### src/common/insn_decoder_consts.vh
// Constants for the 14-bit instruction decoder and its sequencer.
// Assumes inclusion by bare name from hw/ design files.
`ifndef INSN_DECODER_CONSTS_VH
`define INSN_DECODER_CONSTS_VH
`define INSN_WIDTH        14
`define DATA_WIDTH        8
`define FILE_ADDR_WIDTH   7
`define BIT_SEL_WIDTH     3
`define LIT8_WIDTH        8
`define LIT11_WIDTH       11
`define PHASES_PER_CYCLE  4
`define PHASE_WIDTH       2
`define PHASE_READ        2'h0
`define PHASE_MODIFY      2'h1
`define PHASE_WRITE       2'h2
`define PHASE_FETCH       2'h3
// Instruction classes
`define CLASS_BYTE        2'h0
`define CLASS_BIT         2'h1
`define CLASS_LIT         2'h2
// Field positions
`define CLASS_MSB         13
`define CLASS_LSB         12
`define OP4_MSB           11
`define OP4_LSB           8
`define DEST_POS          7
`define BIT_MSB           9
`define BIT_LSB           7
`define FILE_ADDR_MSB     6
// Byte-oriented 4-bit opcodes
`define OP_MOVWF_NOP      4'h0
`define OP_CLR            4'h1
`define OP_SUBWF          4'h2
`define OP_DECF           4'h3
`define OP_IORWF          4'h4
`define OP_ANDWF          4'h5
`define OP_XORWF          4'h6
`define OP_ADDWF          4'h7
`define OP_MOVF           4'h8
`define OP_COMF           4'h9
`define OP_INCF           4'ha
`define OP_DECFSZ         4'hb
`define OP_RRF            4'hc
`define OP_RLF            4'hd
`define OP_SWAPF          4'he
`define OP_INCFSZ         4'hf
// Bit-oriented 2-bit opcodes
`define BOP_CLEAR         2'h0
`define BOP_SET           2'h1
`define BOP_SKIP_CLR      2'h2
`define BOP_SKIP_SET      2'h3
// Control words with fixed encodings
`define CW_RETURN         14'h0008
`define CW_RETFIE         14'h0009
`define CW_SLEEP          14'h0063
`define CW_CLRWDT         14'h0064
`define IO_PORT_ADDR      7'h06
`define W_RESET           8'h00
`endif

### src/hw/insn_decoder.v
// Instruction decoder and executor for 14-bit words, with RMW file access.
// Assumes program memory holds insn_in stable over each four-phase cycle
// and that file reads return data combinationally from file_rdata_in.
//
// Behaviour
// - Instruction is one 14-bit word: opcode, operands.
// - Classify as byte, bit, or literal/control.
// - Destination bit: 0 to accumulator, 1 file.
// - File address spans 0x00 to 0x7F.
// - Bit select picks one of eight bits.
// - Literal is 8 or 11 bits wide.
// - Instruction cycle is four oscillator periods.
// - Taken skip or branch: two cycles, NOP second.
// - File instructions always read, then modify; only bit set/clear and d=1 byte forms write.
// - Clearing the port reads it, clearing mismatch.
// - Don't-care opcode bits change nothing.
`timescale 1ns/100ps
`include "insn_decoder_consts.vh"
module insn_decoder (
  input  wire                        clk_in,          // Oscillator
  input  wire                        reset_n_in,      // Async reset, low
  input  wire [`INSN_WIDTH-1:0]      insn_in,         // Fetched word
  input  wire [`DATA_WIDTH-1:0]      file_rdata_in,   // File read data
  output wire [`FILE_ADDR_WIDTH-1:0] file_addr_out,   // File address
  output wire                        file_rd_out,     // File read strobe
  output reg                         file_wr_out,     // File write strobe
  output reg  [`DATA_WIDTH-1:0]      file_wdata_out,  // File write data
  output wire                        port_read_out,   // Port read, ends mismatch
  output reg  [`DATA_WIDTH-1:0]      w_out,           // Accumulator
  output reg                         carry_out,       // Carry flag
  output reg                         zero_out,        // Zero flag
  output reg                         pc_load_out,     // Load new PC
  output reg  [`LIT11_WIDTH-1:0]     pc_target_out,   // New PC value
  output reg                         call_out,        // Push return
  output reg                         return_out,      // Pop return
  output reg                         sleep_out,       // Enter standby
  output reg                         wdt_clear_out,   // Clear watchdog
  output wire                        fetch_out,       // Advance fetch
  output wire                        stall_nop_out,   // Second cycle as NOP
  output wire [`PHASE_WIDTH-1:0]     phase_out        // Current phase
);
  wire [1:0]                  cls;
  wire [3:0]                  op4;
  wire [1:0]                  bop;
  wire                        dest;
  wire [`FILE_ADDR_WIDTH-1:0] faddr;
  wire [`BIT_SEL_WIDTH-1:0]   bsel;
  wire [`LIT8_WIDTH-1:0]      lit8;
  wire [`LIT11_WIDTH-1:0]     lit11;
  wire                        cycle_end;
  reg                         nop_cycle_reg;
  reg                         nop_cycle_next;
  reg  [`DATA_WIDTH-1:0]      operand_reg;
  reg  [`DATA_WIDTH-1:0]      result;
  reg                         res_c;
  reg                         upd_c;
  reg                         upd_z;
  reg                         to_file;
  reg                         to_w;
  reg                         uses_file;
  reg                         skip;
  reg  [8:0]                  sum;
  wire [`DATA_WIDTH-1:0]      bit_mask;

  insn_field_split u_split (
    .insn_in     (insn_in),
    .class_out   (cls),
    .op4_out     (op4),
    .bop_out     (bop),
    .dest_out    (dest),
    .faddr_out   (faddr),
    .bit_sel_out (bsel),
    .lit8_out    (lit8),
    .lit11_out   (lit11)
  );

  insn_phase_counter u_phase (
    .clk_in        (clk_in),
    .reset_n_in    (reset_n_in),
    .phase_out     (phase_out),
    .cycle_end_out (cycle_end)
  );

  assign bit_mask = 8'h01 << bsel;

  // Decode and compute from the operand latched in the read phase
  always @* begin
    result    = 8'h00;
    res_c     = carry_out;
    upd_c     = 1'b0;
    upd_z     = 1'b0;
    to_file   = 1'b0;
    to_w      = 1'b0;
    uses_file = 1'b0;
    skip      = 1'b0;
    sum       = 9'h000;
    case (cls)
      `CLASS_BYTE: begin
        uses_file = 1'b1;
        to_file   = dest;
        to_w      = ~dest;
        upd_z     = 1'b1;
        case (op4)
          `OP_MOVWF_NOP: begin
            // d=0 forms (NOP, control words) write nothing
            result = w_out;
            upd_z  = 1'b0;
            to_w   = 1'b0;
            uses_file = dest;
          end
          `OP_CLR:    result = 8'h00;
          `OP_SUBWF: begin
            // Carry set means no borrow
            sum    = {1'b0, operand_reg} + {1'b0, ~w_out} + 9'h001;
            result = sum[7:0];
            res_c  = sum[8];
            upd_c  = 1'b1;
          end
          `OP_DECF:   result = operand_reg - 8'h01;
          `OP_IORWF:  result = operand_reg | w_out;
          `OP_ANDWF:  result = operand_reg & w_out;
          `OP_XORWF:  result = operand_reg ^ w_out;
          `OP_ADDWF: begin
            sum    = {1'b0, operand_reg} + {1'b0, w_out};
            result = sum[7:0];
            res_c  = sum[8];
            upd_c  = 1'b1;
          end
          `OP_MOVF:   result = operand_reg;
          `OP_COMF:   result = ~operand_reg;
          `OP_INCF:   result = operand_reg + 8'h01;
          `OP_DECFSZ: begin
            result = operand_reg - 8'h01;
            upd_z  = 1'b0;
            skip   = (result == 8'h00);
          end
          `OP_RRF: begin
            result = {carry_out, operand_reg[7:1]};
            res_c  = operand_reg[0];
            upd_c  = 1'b1;
            upd_z  = 1'b0;
          end
          `OP_RLF: begin
            result = {operand_reg[6:0], carry_out};
            res_c  = operand_reg[7];
            upd_c  = 1'b1;
            upd_z  = 1'b0;
          end
          `OP_SWAPF: begin
            result = {operand_reg[3:0], operand_reg[7:4]};
            upd_z  = 1'b0;
          end
          `OP_INCFSZ: begin
            result = operand_reg + 8'h01;
            upd_z  = 1'b0;
            skip   = (result == 8'h00);
          end
          default:    result = operand_reg;
        endcase
        // Clear-accumulator form writes W regardless of low bits
        if (op4 == `OP_CLR && !dest) begin
          uses_file = 1'b0;
        end
      end
      `CLASS_BIT: begin
        uses_file = 1'b1;
        case (bop)
          `BOP_CLEAR: begin
            result  = operand_reg & ~bit_mask;
            to_file = 1'b1;
          end
          `BOP_SET: begin
            result  = operand_reg | bit_mask;
            to_file = 1'b1;
          end
          `BOP_SKIP_CLR: skip = ~|(operand_reg & bit_mask);
          default:       skip = |(operand_reg & bit_mask);
        endcase
      end
      default: begin
        if (insn_in[13:12] == 2'h3) begin
          to_w  = 1'b1;
          upd_z = 1'b1;
          // Low opcode bits marked don't-care are not examined
          casez (insn_in[11:8])
            4'b00??: begin
              result = lit8;
              upd_z  = 1'b0;
            end
            4'b01??: begin
              result = lit8;
              upd_z  = 1'b0;
            end
            4'b1000: result = lit8 | w_out;
            4'b1001: result = lit8 & w_out;
            4'b1010: result = lit8 ^ w_out;
            4'b110?: begin
              sum    = {1'b0, lit8} + {1'b0, ~w_out} + 9'h001;
              result = sum[7:0];
              res_c  = sum[8];
              upd_c  = 1'b1;
            end
            4'b111?: begin
              sum    = {1'b0, lit8} + {1'b0, w_out};
              result = sum[7:0];
              res_c  = sum[8];
              upd_c  = 1'b1;
            end
            default: begin
              to_w  = 1'b0;
              upd_z = 1'b0;
            end
          endcase
        end
      end
    endcase
  end

  assign file_addr_out = faddr;
  // Read happens even for write-only operations
  assign file_rd_out   = ~nop_cycle_reg & uses_file & (phase_out == `PHASE_READ);
  // Any file op on the port counts, even a pure clear
  assign port_read_out = file_rd_out & (faddr == `IO_PORT_ADDR);
  assign fetch_out     = cycle_end;
  assign stall_nop_out = nop_cycle_reg;

  // Skip decided from the operand latched in phase 0, so this
  // instruction's own file write cannot change the outcome.
  // Stall spans one whole cycle; the word shown then is ignored.
  always @* begin
    nop_cycle_next = 1'b0;
    if (cycle_end && !nop_cycle_reg) begin
      if (skip) begin
        nop_cycle_next = 1'b1;
      end else if (cls == `CLASS_LIT && insn_in[13:12] == 2'h2) begin
        nop_cycle_next = 1'b1;
      end else if (insn_in[13:12] == 2'h3 && insn_in[11:10] == 2'h1) begin
        nop_cycle_next = 1'b1;
      end else if (insn_in == `CW_RETURN || insn_in == `CW_RETFIE) begin
        nop_cycle_next = 1'b1;
      end
    end else if (!cycle_end) begin
      nop_cycle_next = nop_cycle_reg;
    end
  end

  always @(posedge clk_in or negedge reset_n_in) begin
    if (!reset_n_in) begin
      nop_cycle_reg  <= 1'b0;
      operand_reg    <= 8'h00;
      w_out          <= `W_RESET;
      carry_out      <= 1'b0;
      zero_out       <= 1'b0;
      file_wr_out    <= 1'b0;
      file_wdata_out <= 8'h00;
      pc_load_out    <= 1'b0;
      pc_target_out  <= 11'h000;
      call_out       <= 1'b0;
      return_out     <= 1'b0;
      sleep_out      <= 1'b0;
      wdt_clear_out  <= 1'b0;
    end else begin
      nop_cycle_reg <= nop_cycle_next;
      // Pulses default low so each lasts one clock
      file_wr_out   <= 1'b0;
      pc_load_out   <= 1'b0;
      call_out      <= 1'b0;
      return_out    <= 1'b0;
      sleep_out     <= 1'b0;
      wdt_clear_out <= 1'b0;
      if (file_rd_out) begin
        operand_reg <= file_rdata_in;
      end
      // Second cycle of a two-cycle instruction has no effects
      if (!nop_cycle_reg && phase_out == `PHASE_MODIFY) begin
        if (to_w) begin
          w_out <= result;
        end
        if (to_file) begin
          file_wr_out    <= 1'b1;
          file_wdata_out <= result;
        end
        if (upd_c) begin
          carry_out <= res_c;
        end
        if (upd_z) begin
          zero_out <= (result == 8'h00);
        end
        if (insn_in[13:12] == 2'h2) begin
          pc_load_out   <= 1'b1;
          pc_target_out <= lit11;
          call_out      <= ~insn_in[11];
        end
        if (insn_in == `CW_RETURN || insn_in == `CW_RETFIE ||
            (insn_in[13:12] == 2'h3 && insn_in[11:10] == 2'h1)) begin
          return_out <= 1'b1;
        end
        sleep_out     <= (insn_in == `CW_SLEEP);
        wdt_clear_out <= (insn_in == `CW_CLRWDT);
      end
    end
  end
endmodule

### src/hw/insn_field_split.v
// Combinational split of a 14-bit word into class and operand fields.
// Assumes the word is stable for the whole instruction cycle.
`timescale 1ns/100ps
`include "insn_decoder_consts.vh"
module insn_field_split (
  input  wire [`INSN_WIDTH-1:0]      insn_in,       // Instruction word
  output reg  [1:0]                  class_out,     // Instruction group
  output wire [3:0]                  op4_out,       // Byte opcode
  output wire [1:0]                  bop_out,       // Bit opcode
  output wire                        dest_out,      // Destination select
  output wire [`FILE_ADDR_WIDTH-1:0] faddr_out,     // File address
  output wire [`BIT_SEL_WIDTH-1:0]   bit_sel_out,   // Bit select
  output wire [`LIT8_WIDTH-1:0]      lit8_out,      // 8-bit literal
  output wire [`LIT11_WIDTH-1:0]     lit11_out      // 11-bit literal
);
  always @* begin
    case (insn_in[`CLASS_MSB:`CLASS_LSB])
      2'h0:    class_out = `CLASS_BYTE;
      2'h1:    class_out = `CLASS_BIT;
      default: class_out = `CLASS_LIT;
    endcase
  end
  assign op4_out     = insn_in[`OP4_MSB:`OP4_LSB];
  assign bop_out     = insn_in[`OP4_MSB:`OP4_MSB-1];
  assign dest_out    = insn_in[`DEST_POS];
  assign faddr_out   = insn_in[`FILE_ADDR_MSB:0];
  assign bit_sel_out = insn_in[`BIT_MSB:`BIT_LSB];
  assign lit8_out    = insn_in[`LIT8_WIDTH-1:0];
  assign lit11_out   = insn_in[`LIT11_WIDTH-1:0];
endmodule

### src/hw/insn_phase_counter.v
// Divides the oscillator into four-phase instruction cycles.
// Assumes clk_in is the core oscillator.
`timescale 1ns/100ps
`include "insn_decoder_consts.vh"
module insn_phase_counter (
  input  wire                    clk_in,        // Oscillator
  input  wire                    reset_n_in,    // Async reset, low
  output reg  [`PHASE_WIDTH-1:0] phase_out,     // Current phase
  output wire                    cycle_end_out  // Last phase of cycle
);
  always @(posedge clk_in or negedge reset_n_in) begin
    if (!reset_n_in) begin
      phase_out <= `PHASE_READ;
    end else begin
      phase_out <= phase_out + 2'h1;
    end
  end
  assign cycle_end_out = (phase_out == `PHASE_FETCH);
endmodule

### config.mk
export PLATFORM = sky130hd
export DESIGN_NAME = insn_decoder
export DESIGN_NICKNAME = d
export VERILOG_FILES = /design/src/hw/insn_decoder.v /design/src/hw/insn_field_split.v /design/src/hw/insn_phase_counter.v
export VERILOG_INCLUDE_DIRS = /design/src /design/src/common
export SDC_FILE = /design/constraint.sdc
export NUM_CORES = 1
export LEC_CHECK = 0
export BUFFER_PORTS_ARGS = -buffer_cell sky130_fd_sc_hd__buf_2
export CAP_MARGIN = 20
export CORE_MARGIN = 8
export CORE_UTILIZATION = 49
export DETAILED_ROUTE_END_ITERATION = 10
export PLACE_DENSITY_LB_ADDON = 0.08
export REMOVE_ABC_BUFFERS = 1
export SLEW_MARGIN = 15
export SYNTH_ARGS = -nofsm -noshare
export SYNTH_HDL_FRONTEND = slang
export SYNTH_SLANG_ARGS = --single-unit
### constraint.sdc
create_clock -name clk_in -period 5.3 [get_ports clk_in]
set_input_delay 0.795 -clock clk_in [delete_from_list [all_inputs] [get_ports clk_in]]
set_output_delay 0.795 -clock clk_in [all_outputs]
set_load 0.1 [all_outputs]
==> impl_metrics.env, run 1 <==
export IMPL_grt_max_degree=52
export IMPL_synth_cell_area_um2=5652
export IMPL_setup_violations=0
export IMPL_hold_path_class="input pin to async pin"
export IMPL_nets=809
export IMPL_area_growth_pct=6.309
export IMPL_synth_seq_cells=46
export IMPL_critPathBufInv=2
export IMPL_rsz0062_at_grt="no"
export IMPL_cts_sinks=46
export IMPL_finalCritPeriodShare_pct=71.72
export IMPL_start_kind="input pin"
export IMPL_fp_row_count=39
export IMPL_routabilityCongestion=0.9804
export IMPL_p_int_mw=0.9804
export IMPL_core_area_um2=11320
export IMPL_synth_cell_type_count=84
export IMPL_synth_edf_count=0
export IMPL_tritoncts="done"
export IMPL_n_fill_cell=1089
export IMPL_yosysWarnings=0
export IMPL_numCtsBuffers=5
export IMPL_finalClockSkew_ps=11.62
export IMPL_wire_per_inst_um=23.60
export IMPL_hold_viol_final=0
export IMPL_fp_dieW_um=123.4
export IMPL_diodes=0
export IMPL_grt_first_pass_wirelength_um=31480
export IMPL_drive_gt1_share_pct=17.33
export IMPL_cpMaxStageDelayCell="buf_2"
export IMPL_drt_iter0_markers=693
export IMPL_slowest_delay_ps=680
export IMPL_largest_reg_flops=11
export IMPL_grt_use_total_pct=26.80
export IMPL_r2r_worst_path_cells=11
export IMPL_post_cts_buffers=0
export IMPL_dp_hpwl_um=15180
export IMPL_fp_dieH_um=123.4
export IMPL_path_class="input pin to register"
export IMPL_seq_power_share_pct=22.2
export IMPL_pwr_share_clk_pct=15.0
export IMPL_vias=5772
export IMPL_dp_cells=862
export IMPL_cts_hold_buf=0
export IMPL_swShare_pct=56.83
export IMPL_path_max_fanout=44
export IMPL_cts_buffer_depth=2
export IMPL_mostFrequentLayoutCells="buf_2 (70), nand2_1 (59), ha_1 (55)"
export IMPL_relSlewSlack_pct=30.81
export IMPL_placed_cell_area_um2=5852
export IMPL_cp_top_family="compound AO/OA/AOI/OAI gates"
export IMPL_die_area_um2=15230
export IMPL_p_sw_mw=1.291
export IMPL_maxCapViolations=0
export IMPL_worstMarginPinSlew_ps=1033
export IMPL_design_area_um2=6008
export IMPL_grt_pass1_vias=5437
export IMPL_cp_end_kind="register"
export IMPL_ioPinCount=72
export IMPL_final_common_cell="buf_2"
export IMPL_root_buffer="clkbuf_16"
export IMPL_status="finished clean"
export IMPL_min_period_ps=3801
export IMPL_worst_path_stages=10
export IMPL_finish_utilization_pct=53.07
export IMPL_cp_required_ps=5520
export IMPL_firstDrtPassIters=6
export IMPL_syn_inst=698
export IMPL_antenna_left=0
export IMPL_fmax_ghz=0.2631
export IMPL_gr_total_overflow=0
export IMPL_htree_levels=2
export IMPL_antenna_found_initial=0
export IMPL_tns_ps=0
export IMPL_synthFlopType="dfrtp_1"
export IMPL_max_flop_register="pc_target_out"
export IMPL_path_clk_slew_ps=70
export IMPL_avgSynthCellArea_um2=8.097
export IMPL_r2r_slack_ps=1540
export IMPL_p_per_area_nw_per_um2=378.0
export IMPL_vias_per_cell=6.634
export IMPL_synth_async_sr_flop_share_pct=100.0
export IMPL_holdWs_ps=484.7
export IMPL_numPortBuffers=71
export IMPL_worstPathArrival_ps=4020
export IMPL_p_comb_share_pct=62.8
export IMPL_path_cells="buf_2 -> buf_4 -> nand2b_1 -> o22ai_1 -> a222oi_1 -> a31oi_1 -> a211oi_1 -> nand4_1 -> or4_1 -> o32ai_2"
export IMPL_clk_latency_ps=310
export IMPL_max_vdd_ir_drop_uv=329.9
export IMPL_yosysSeqAreaShare_pct=20.37
export IMPL_finalNonFillerCells=870
export IMPL_p_leak_nw=2.696
export IMPL_maxSlewViolCount=0
export IMPL_routed_wl_um=20530
export IMPL_drc=0
export IMPL_cts_resized=0
export IMPL_initial_utilization_pct=49.92
==> cells by family (layout without fill, tap and decap cells) <==
logic type                 Yosys count  count (layout)  synth area share (%)
adders and majority gates           59              59                 13.59
and+or+nand+nor                    211             211                 19.50
muxes                               34              34                 6.597
buffers and inverters              107             136                 10.32
DFF                                 46              46                 20.37
xor gates and xnor gates            15              15                 2.458
AOI/OAI and AO/OA                  226             226                 27.16
==> power groups by stage <==
stage | Sequential, mW | Clock [mW] | Combinational (mW)
final | 0.505 | 0.340 | 1.43
after global routing | 0.513 | 0.361 | 1.51
after CTS | 0.502 | 0.348 | 1.40
after detailed placement | 0.508 | 0 | 1.39
after global placement | 0.505 | 0 | 1.39
after floorplan | 0.888 | 0 | 0.621
==> stage by stage <==
step | total power, mW | setup WS [ps]
detailed placement | 1.903 | 1305
global route | 2.380 | 1369
floorplan | 1.509 | 396.5
global placement | 1.894 | 1349
finish | 2.271 | 1499
CTS | 2.250 | 1554
==> worst reg2reg max path: stages, from the launching register on <==
cell	delay, ps
dfrtp_1	630
inv_1	250
ha_1	270
fa_1	460
nor3_1	230
nor3_1	100
or3_1	360
and4_1	220
a2111oi_1	330
a31oi_1	170
a311o_1	340
mux2_2	290
==> final cells by class <==
type,instances,area [µm²],share of cell area (%)
Clock buffer,5,125.1,2.082
Clock inverter,3,28.78,0.4790
Inverter,49,183.9,3.061
Multi-Input combinational cell,545,3923,65.29
Sequential cell,46,1151,19.16
Tap cell,143,178.9,2.978
Timing Repair Buffer,79,417.9,6.955
==> routing by layer <==
metal,track usage (%),vias up,share of wire (%)
li1,-,2624,-
met1,36.34,2771,43
met2,41.23,333,46
met3,5.388,44,8.4
met4,9.932,0,2.9
met5,0,-,0
==> worst paths after layout <==
check                                   from                 to
max in group asynchronous         reset_n_in     operand_reg[0]
setup / recovery                 insn_in[11]           zero_out
hold / removal                    reset_n_in           w_out[5]
setup reg to reg              operand_reg[0]           w_out[6]
hold reg to reg            file_wdata_out[7]  file_wdata_out[7]
min in group clk_in        file_wdata_out[7]  file_wdata_out[7]
==> synthesized netlist by cell type, drive strengths merged, types with 4 or more instances <==
| master | number | area [µm²] |
|---|---|---|
| nand2 | 60 | 227.7 |
| ha | 55 | 688.2 |
| o21ai | 51 | 255.2 |
| buf | 46 | 354.1 |
| dfrtp | 46 | 1151 |
| inv | 45 | 168.9 |
| a21oi | 43 | 215.2 |
| nor2 | 39 | 153.9 |
| nor3 | 23 | 125.1 |
| nand3 | 21 | 105.1 |
| a31oi | 18 | 112.6 |
| mux2i | 17 | 170.2 |
| mux2 | 16 | 180.2 |
| o22ai | 15 | 93.84 |
| clkbuf | 12 | 45.04 |
| a21o | 10 | 75.07 |
| nor4 | 10 | 62.56 |
| o21bai | 10 | 75.07 |
| a211oi | 8 | 60.06 |
| a221oi | 8 | 76.32 |
| a22oi | 8 | 60.06 |
| nor2b | 8 | 50.05 |
| xor2 | 8 | 77.58 |
| and3 | 7 | 43.79 |
| o31ai | 7 | 57.55 |
| xnor2 | 7 | 61.31 |
| nand2b | 6 | 37.54 |
| o221ai | 6 | 52.55 |
| nand3b | 5 | 41.29 |
| nor3b | 5 | 42.54 |
| or4 | 5 | 41.29 |
| a32oi | 4 | 35.03 |
| clkinv | 4 | 15.01 |
| fa | 4 | 80.08 |
| or3 | 4 | 25.02 |
Power figures use the tool's default switching activity.
==> run 2: changes to the inputs <==
- ABC_AREA: not set -> 1
- clock period: 5.3 -> 3.1 ns (I/O delays scaled with it)
==> run 2 against run 1 <==
Effect of this change:
- the flow now finishes with violations (design-rule violations)
- via count is 11% higher
- routed wire length is 5.6% higher
- sequential cell count stayed put
- non-clock buffer count is 27 higher
- largest cell class unchanged
- final cell count is 26% higher
==> impl_metrics.env, run 2 <==
export IMPL_yosys_area_top_type_share_pct=21.67
export IMPL_finalCritPeriodShare_pct=88.67
export IMPL_start_kind="register"
export IMPL_max_flop_register="pc_target_out"
export IMPL_status="finished, violations left"
export IMPL_diodes=0
export IMPL_total_power_mw=3.568
export IMPL_synthFlopType="dfrtp_1"
export IMPL_cts_buffer_depth=2
export IMPL_yosysTopAreaCell="dfrtp_1"
export IMPL_relSlewSlack_pct=50.46
export IMPL_root_buffer="clkbuf_8"
export IMPL_grt_pass1_vias=6172
export IMPL_vias=6424
export IMPL_core_area_um2=10700
export IMPL_maxCapViolations=0
export IMPL_vias_per_cell=5.872
export IMPL_worstPathArrival_ps=3030
export IMPL_wire_per_inst_um=19.81
export IMPL_p_per_area_nw_per_um2=589.6
export IMPL_path_max_fanout=12
export IMPL_routabilityCongestion=1.019
export IMPL_cp_end_kind="register"
export IMPL_synth_async_sr_flop_share_pct=100.0
export IMPL_fp_row_count=38
export IMPL_largest_reg_flops=11
export IMPL_violations="design-rule violations"
export IMPL_path_clk_slew_ps=100
export IMPL_finalClockSkew_ps=8.948
export IMPL_hold_path_class="input pin to async pin"
export IMPL_die_area_um2=14430
export IMPL_final_common_cell="nand2_1"
export IMPL_yosysSeqAreaShare_pct=21.67
export IMPL_fp_dieW_um=120.1
export IMPL_fmax_ghz=0.3638
export IMPL_p_comb_share_pct=65.0
export IMPL_grt_max_degree=47
export IMPL_p_int_mw=1.415
export IMPL_grt_first_pass_wirelength_um=33400
export IMPL_antenna_left=0
export IMPL_drc=1
export IMPL_min_period_ps=2749
export IMPL_seq_power_share_pct=23.5
export IMPL_synth_cell_area_um2=5313
export IMPL_max_vdd_ir_drop_uv=464.4
export IMPL_synth_edf_count=0
export IMPL_antenna_found_initial=0
export IMPL_gr_total_overflow=0
export IMPL_finalNonFillerCells=1094
export IMPL_htree_levels=2
export IMPL_nets=1036
export IMPL_yosysWarnings=0
export IMPL_timing_critical_path_from="operand_reg[2]"
export IMPL_routed_wl_um=21680
export IMPL_holdWs_ps=122.5
export IMPL_swShare_pct=60.35
export IMPL_p_leak_nw=3.247
export IMPL_dp_hpwl_um=17240
export IMPL_finish_utilization_pct=56.57
export IMPL_firstDrtPassIters=9
export IMPL_avgSynthCellArea_um2=6.121
export IMPL_mostFrequentLayoutCells="nand2_1 (236), nor2_1 (114), inv_1 (99)"
export IMPL_maxSlewViolCount=0
export IMPL_synth_commonest_cells="nand2_1 (236), nor2_1 (114), inv_1 (99)"
export IMPL_clk_latency_ps=330
export IMPL_cp_required_ps=3380
export IMPL_drt_iter0_markers=692
export IMPL_tritoncts="done"
export IMPL_rsz0062_at_grt="no"
export IMPL_ioPinCount=72
export IMPL_cts_sinks=46
export IMPL_p_sw_mw=2.154
export IMPL_fp_dieH_um=120.1
export IMPL_pwr_share_clk_pct=11.5
export IMPL_worstMarginPinSlew_ps=736.3
export IMPL_timing_rr_start="operand_reg[2]"
export IMPL_grt_use_total_pct=29.76
export IMPL_synth_seq_cells=46
export IMPL_yosys_top_cells_area="dfrtp_1 (22%), nand2_1 (17%), ha_1 (13%)"
export IMPL_area_growth_pct=13.92
export IMPL_tns_ps=0
export IMPL_numPortBuffers=71
export IMPL_synth_most_common_cell="nand2_1"
export IMPL_drive_gt1_share_pct=13.42
export IMPL_dp_cells=1086
export IMPL_syn_inst=868
export IMPL_path_class="register to register"
export IMPL_numCtsBuffers=5
export IMPL_synth_cell_type_count=38
export IMPL_setup_violations=0
export IMPL_hold_viol_final=0
export IMPL_initial_utilization_pct=49.66
==> run 2: critical path, cell delays in order, from the launching register on <==
cell and delay, ps:
dfrtp_2 510, clkinv_1 270, ha_1 440, inv_1 140, nand2_1 70, nand2_1 70
nor2_1 50, nor2_1 110, nand2_1 60, nor2_1 80, nand2_1 70, nand2_1 60
nand2_1 60, nor2_1 310, nand3_1 120, nor2_1 110, nand4_1 100, nand2_1 60
==> run 2: metal layers <==
layer	GRT usage, %	wire length, µm	share of wire (%)
met5	0	0	0
met4	21.55	1470	6.8
met3	4.368	1969	9.1
met2	46.91	9815	45
met1	36.58	8421	39
==> run 2: logic make-up after synthesis <==
| group | share of synthesized area [%] |
|---|---|
| flops | 21.67 |
| compound gates | 16.18 |
| xor+xnor | 0.4947 |
| fa+ha+maj | 14.46 |
| buf+inv | 10.48 |
| simple gates | 36.72 |
==> run 2: path summary, 6_finish.rpt <==
| check | end | slack [ps] | depth (start not counted) |
|---|---|---|---|
| worst max-delay path | zero_out | 350 | 17 |
| worst min-delay path | pc_target_out[4] | 120 | 1 |
| worst max register to register | zero_out | 350 | 17 |
| worst min register to register | pc_target_out[1] | 480 | 2 |
| max in group asynchronous | operand_reg[2] | 2510 | 1 |
| min in group clk_in | operand_reg[7] | 340 | 3 |
==> run 2: final cells by class <==
cell class                 count  area, µm²
fill                        1103       4646
clock buffer                   5      68.82
timing repair buffer         106      620.6
sequential                    46       1154
inverter                     108      405.4
clock inverter                 3      23.77
tap                          140      175.2
multi-input combinational    686       3605
==> run 2: per-stage QoR <==
| stage | worst slack, ps | cell area (µm²) |
|---|---|---|
| final | 351.1 | 6052 |
| after global routing | 89.42 | 6052 |
| after detailed placement | 293.9 | 5954 |
| after CTS | 259.0 | 6047 |
| after floorplan | 83.79 | 5161 |
| after global placement | 314.7 | 5954 |
==> run 2: repair_timing <==
action	CTS	global route
endpoints found under the setup margin	0	4
hold buffers	0	0
resized for setup	0	2
setup buffers	0	0
==> run 2: power by group through the flow <==
stage	registers (mW)	logic [mW]	clock network [mW]
4_1_cts	0.833	2.28	0.416
5_1_grt	0.846	2.49	0.442
3_3_place_gp	0.836	2.26	0
3_5_place_dp	0.844	2.27	0
2_1_floorplan	1.46	0.984	0
6_report	0.838	2.32	0.410
==> run 3: changes to the inputs <==
- BUFFER_PORTS_ARGS: -buffer_cell sky130_fd_sc_hd__buf_2 -> not set
- CORE_UTILIZATION: 49 -> 35
- DONT_BUFFER_PORTS: not set -> 1
==> run 3 against run 2 <==
Effect of this change:
- the run ends with negative hold slack left
- via count shrank 5.7%
- clock power grew 41%
- clock skew grew 6.6 ps
- sequential power grew 47%
- total power grew 2.4%
- sequential share of layout area grew 0.53 points
- critical endpoint unchanged
- combinational power shrank 20%
- worst hold slack lost 130 ps
- count of clock-buffer cells in the layout is the same
- highest routed layer unchanged
- critical path type unchanged
==> impl_metrics.env, run 3 (synthesized netlist as in run 2, its figures left out) <==
export IMPL_nets=970
export IMPL_wire_per_inst_um=21.64
export IMPL_maxCapViolations=0
export IMPL_htree_levels=2
export IMPL_fp_dieH_um=139.2
export IMPL_drt_iter0_markers=507
export IMPL_core_area_um2=15030
export IMPL_tritoncts="done"
export IMPL_met3_usage_pct=3.098
export IMPL_clk_latency_ps=310
export IMPL_critPathBufInv=2
export IMPL_cp_top_family="simple AND/OR/NAND/NOR gates"
export IMPL_hold_viol_final=6
export IMPL_start_kind="register"
export IMPL_mostFrequentLayoutCells="nand2_1 (236), nor2_1 (113), inv_1 (99)"
export IMPL_numPortBuffers=0
export IMPL_cts_buffer_depth=2
export IMPL_area_growth_pct=10.72
export IMPL_antenna_left=0
export IMPL_cp_end_kind="register"
export IMPL_status="finished, violations left"
export IMPL_grt_first_pass_wirelength_um=35340
export IMPL_root_buffer="clkbuf_16"
export IMPL_grt_pass1_vias=5872
export IMPL_vias=6055
export IMPL_dp_hpwl_um=18460
export IMPL_grt_use_total_pct=23.80
export IMPL_min_period_ps=2802
export IMPL_path_max_fanout=11
export IMPL_busiest_layer="met2"
export IMPL_slowest_delay_ps=530
export IMPL_cp_required_ps=3340
export IMPL_finalClockSkew_ps=15.57
export IMPL_p_leak_nw=2.995
export IMPL_largest_reg_flops=11
export IMPL_firstDrtPassIters=6
export IMPL_grt_max_degree=47
export IMPL_diodes=0
export IMPL_fp_dieW_um=139.2
export IMPL_relSlewSlack_pct=33.34
export IMPL_ioPinCount=72
export IMPL_finalCritPeriodShare_pct=90.40
export IMPL_cts_sinks=46
export IMPL_holdWs_ps=-7.537
export IMPL_setup_violations=0
export IMPL_use_met2_pct=40.37
export IMPL_post_cts_buffers=0
export IMPL_maxSlewViolCount=0
export IMPL_routabilityCongestion=1.004
export IMPL_fp_row_count=45
export IMPL_final_common_cell="nand2_1"
export IMPL_gr_total_overflow=0
export IMPL_fmax_ghz=0.3568
export IMPL_p_per_area_nw_per_um2=621.0
export IMPL_routed_wl_um=23290
export IMPL_max_flop_register="pc_target_out"
export IMPL_hold_path_class="input pin to async pin"
export IMPL_cpMaxStageDelayCell="dfrtp_2"
export IMPL_path_cells="inv_1 -> ha_1 -> fa_1 -> inv_1 -> nand2_1 -> nand2_1 -> nor2_1 -> nor2_1 -> nand2_1 -> nor2_1 -> nand2_1 -> nand2_1 -> nand2_1 -> nor2_1 -> nand3_1 -> nor2_1 -> nand4_1 -> nand2_1"
export IMPL_worstMarginPinSlew_ps=999.9
export IMPL_crit_path_frequent_cell="nand2_1"
export IMPL_die_area_um2=19380
export IMPL_vias_per_cell=5.627
export IMPL_n_fill_cell=1664
export IMPL_antenna_found_initial=0
export IMPL_violations="negative hold slack"
export IMPL_met1_usage_pct=28.79
export IMPL_drive_gt1_share_pct=6.982
export IMPL_drc=0
export IMPL_tns_ps=0
export IMPL_rsz0062_at_grt="no"
export IMPL_worstPathArrival_ps=3040
export IMPL_max_vdd_ir_drop_uv=240.4
export IMPL_path_class="register to register"
export IMPL_path_clk_slew_ps=80
export IMPL_numCtsBuffers=5
export IMPL_initial_utilization_pct=35.34
## run 3: final cells by class
| class | instances | area, µm² | area share, % |
|---|---|---|---|
| sequential | 46 | 1152 | 19.59 |
| clock buffer | 5 | 125.1 | 2.127 |
| inverter | 108 | 405.4 | 6.892 |
| timing repair buffer | 40 | 332.8 | 5.658 |
| multi-input combinational | 686 | 3607 | 61.33 |
| tap | 188 | 235.2 | 3.999 |
| clock inverter | 3 | 23.77 | 0.4042 |
## run 3: per-layer routing
layer | up-vias | routed length (µm)
met1 | 2874 | 9801
met4 | 0 | 1134
met2 | 252 | 11110
li1 | 2872 | -
met3 | 57 | 1240
met5 | - | 0
## run 3: worst paths after layout
path / from / endpoint / slack [ps] / cells after the start
worst min register to register: u_phase.phase_out[0] / u_phase.phase_out[0] / 500 / 1
worst max register to register: operand_reg[0] / zero_out / 300 / 18
max in group asynchronous: reset_n_in / operand_reg[0] / 2850 / 1
min in group clk_in: insn_in[1] / wdt_clear_out / 210 / 1
worst max-delay path: operand_reg[0] / zero_out / 300 / 18
worst min-delay path: reset_n_in / pc_target_out[5] / -8 / 1
## run 3: what timing repair did
action | CTS | global route
gates resized for setup | 0 | 1
setup endpoints to repair | 0 | 1
hold endpoints to repair | 46 | 0
hold buffers | 1 | 0
## run 3: per-stage QoR
stage          total power, mW  worst slack, ps  utilization (%)  instance area [µm²]  std cells
2_1_floorplan            2.442            83.79                -                 5161        840
3_3_place_gp             3.040            148.5            37.94                 5704       1067
3_5_place_dp             3.043            220.3            37.94                 5704       1067
4_1_cts                  3.645            174.5            39.12                 5881       1076
5_1_grt                  3.886            43.80            39.13                 5882       1076
6_report                 3.652            297.6            39.13                 5882       1076
## run 3: report_power, final
group	leakage, nW	internal, mW	switching, mW
Sequential	0.587	0.694	0.533
Clock	0.0664	0.303	0.277
Combinational	2.34	0.524	1.32
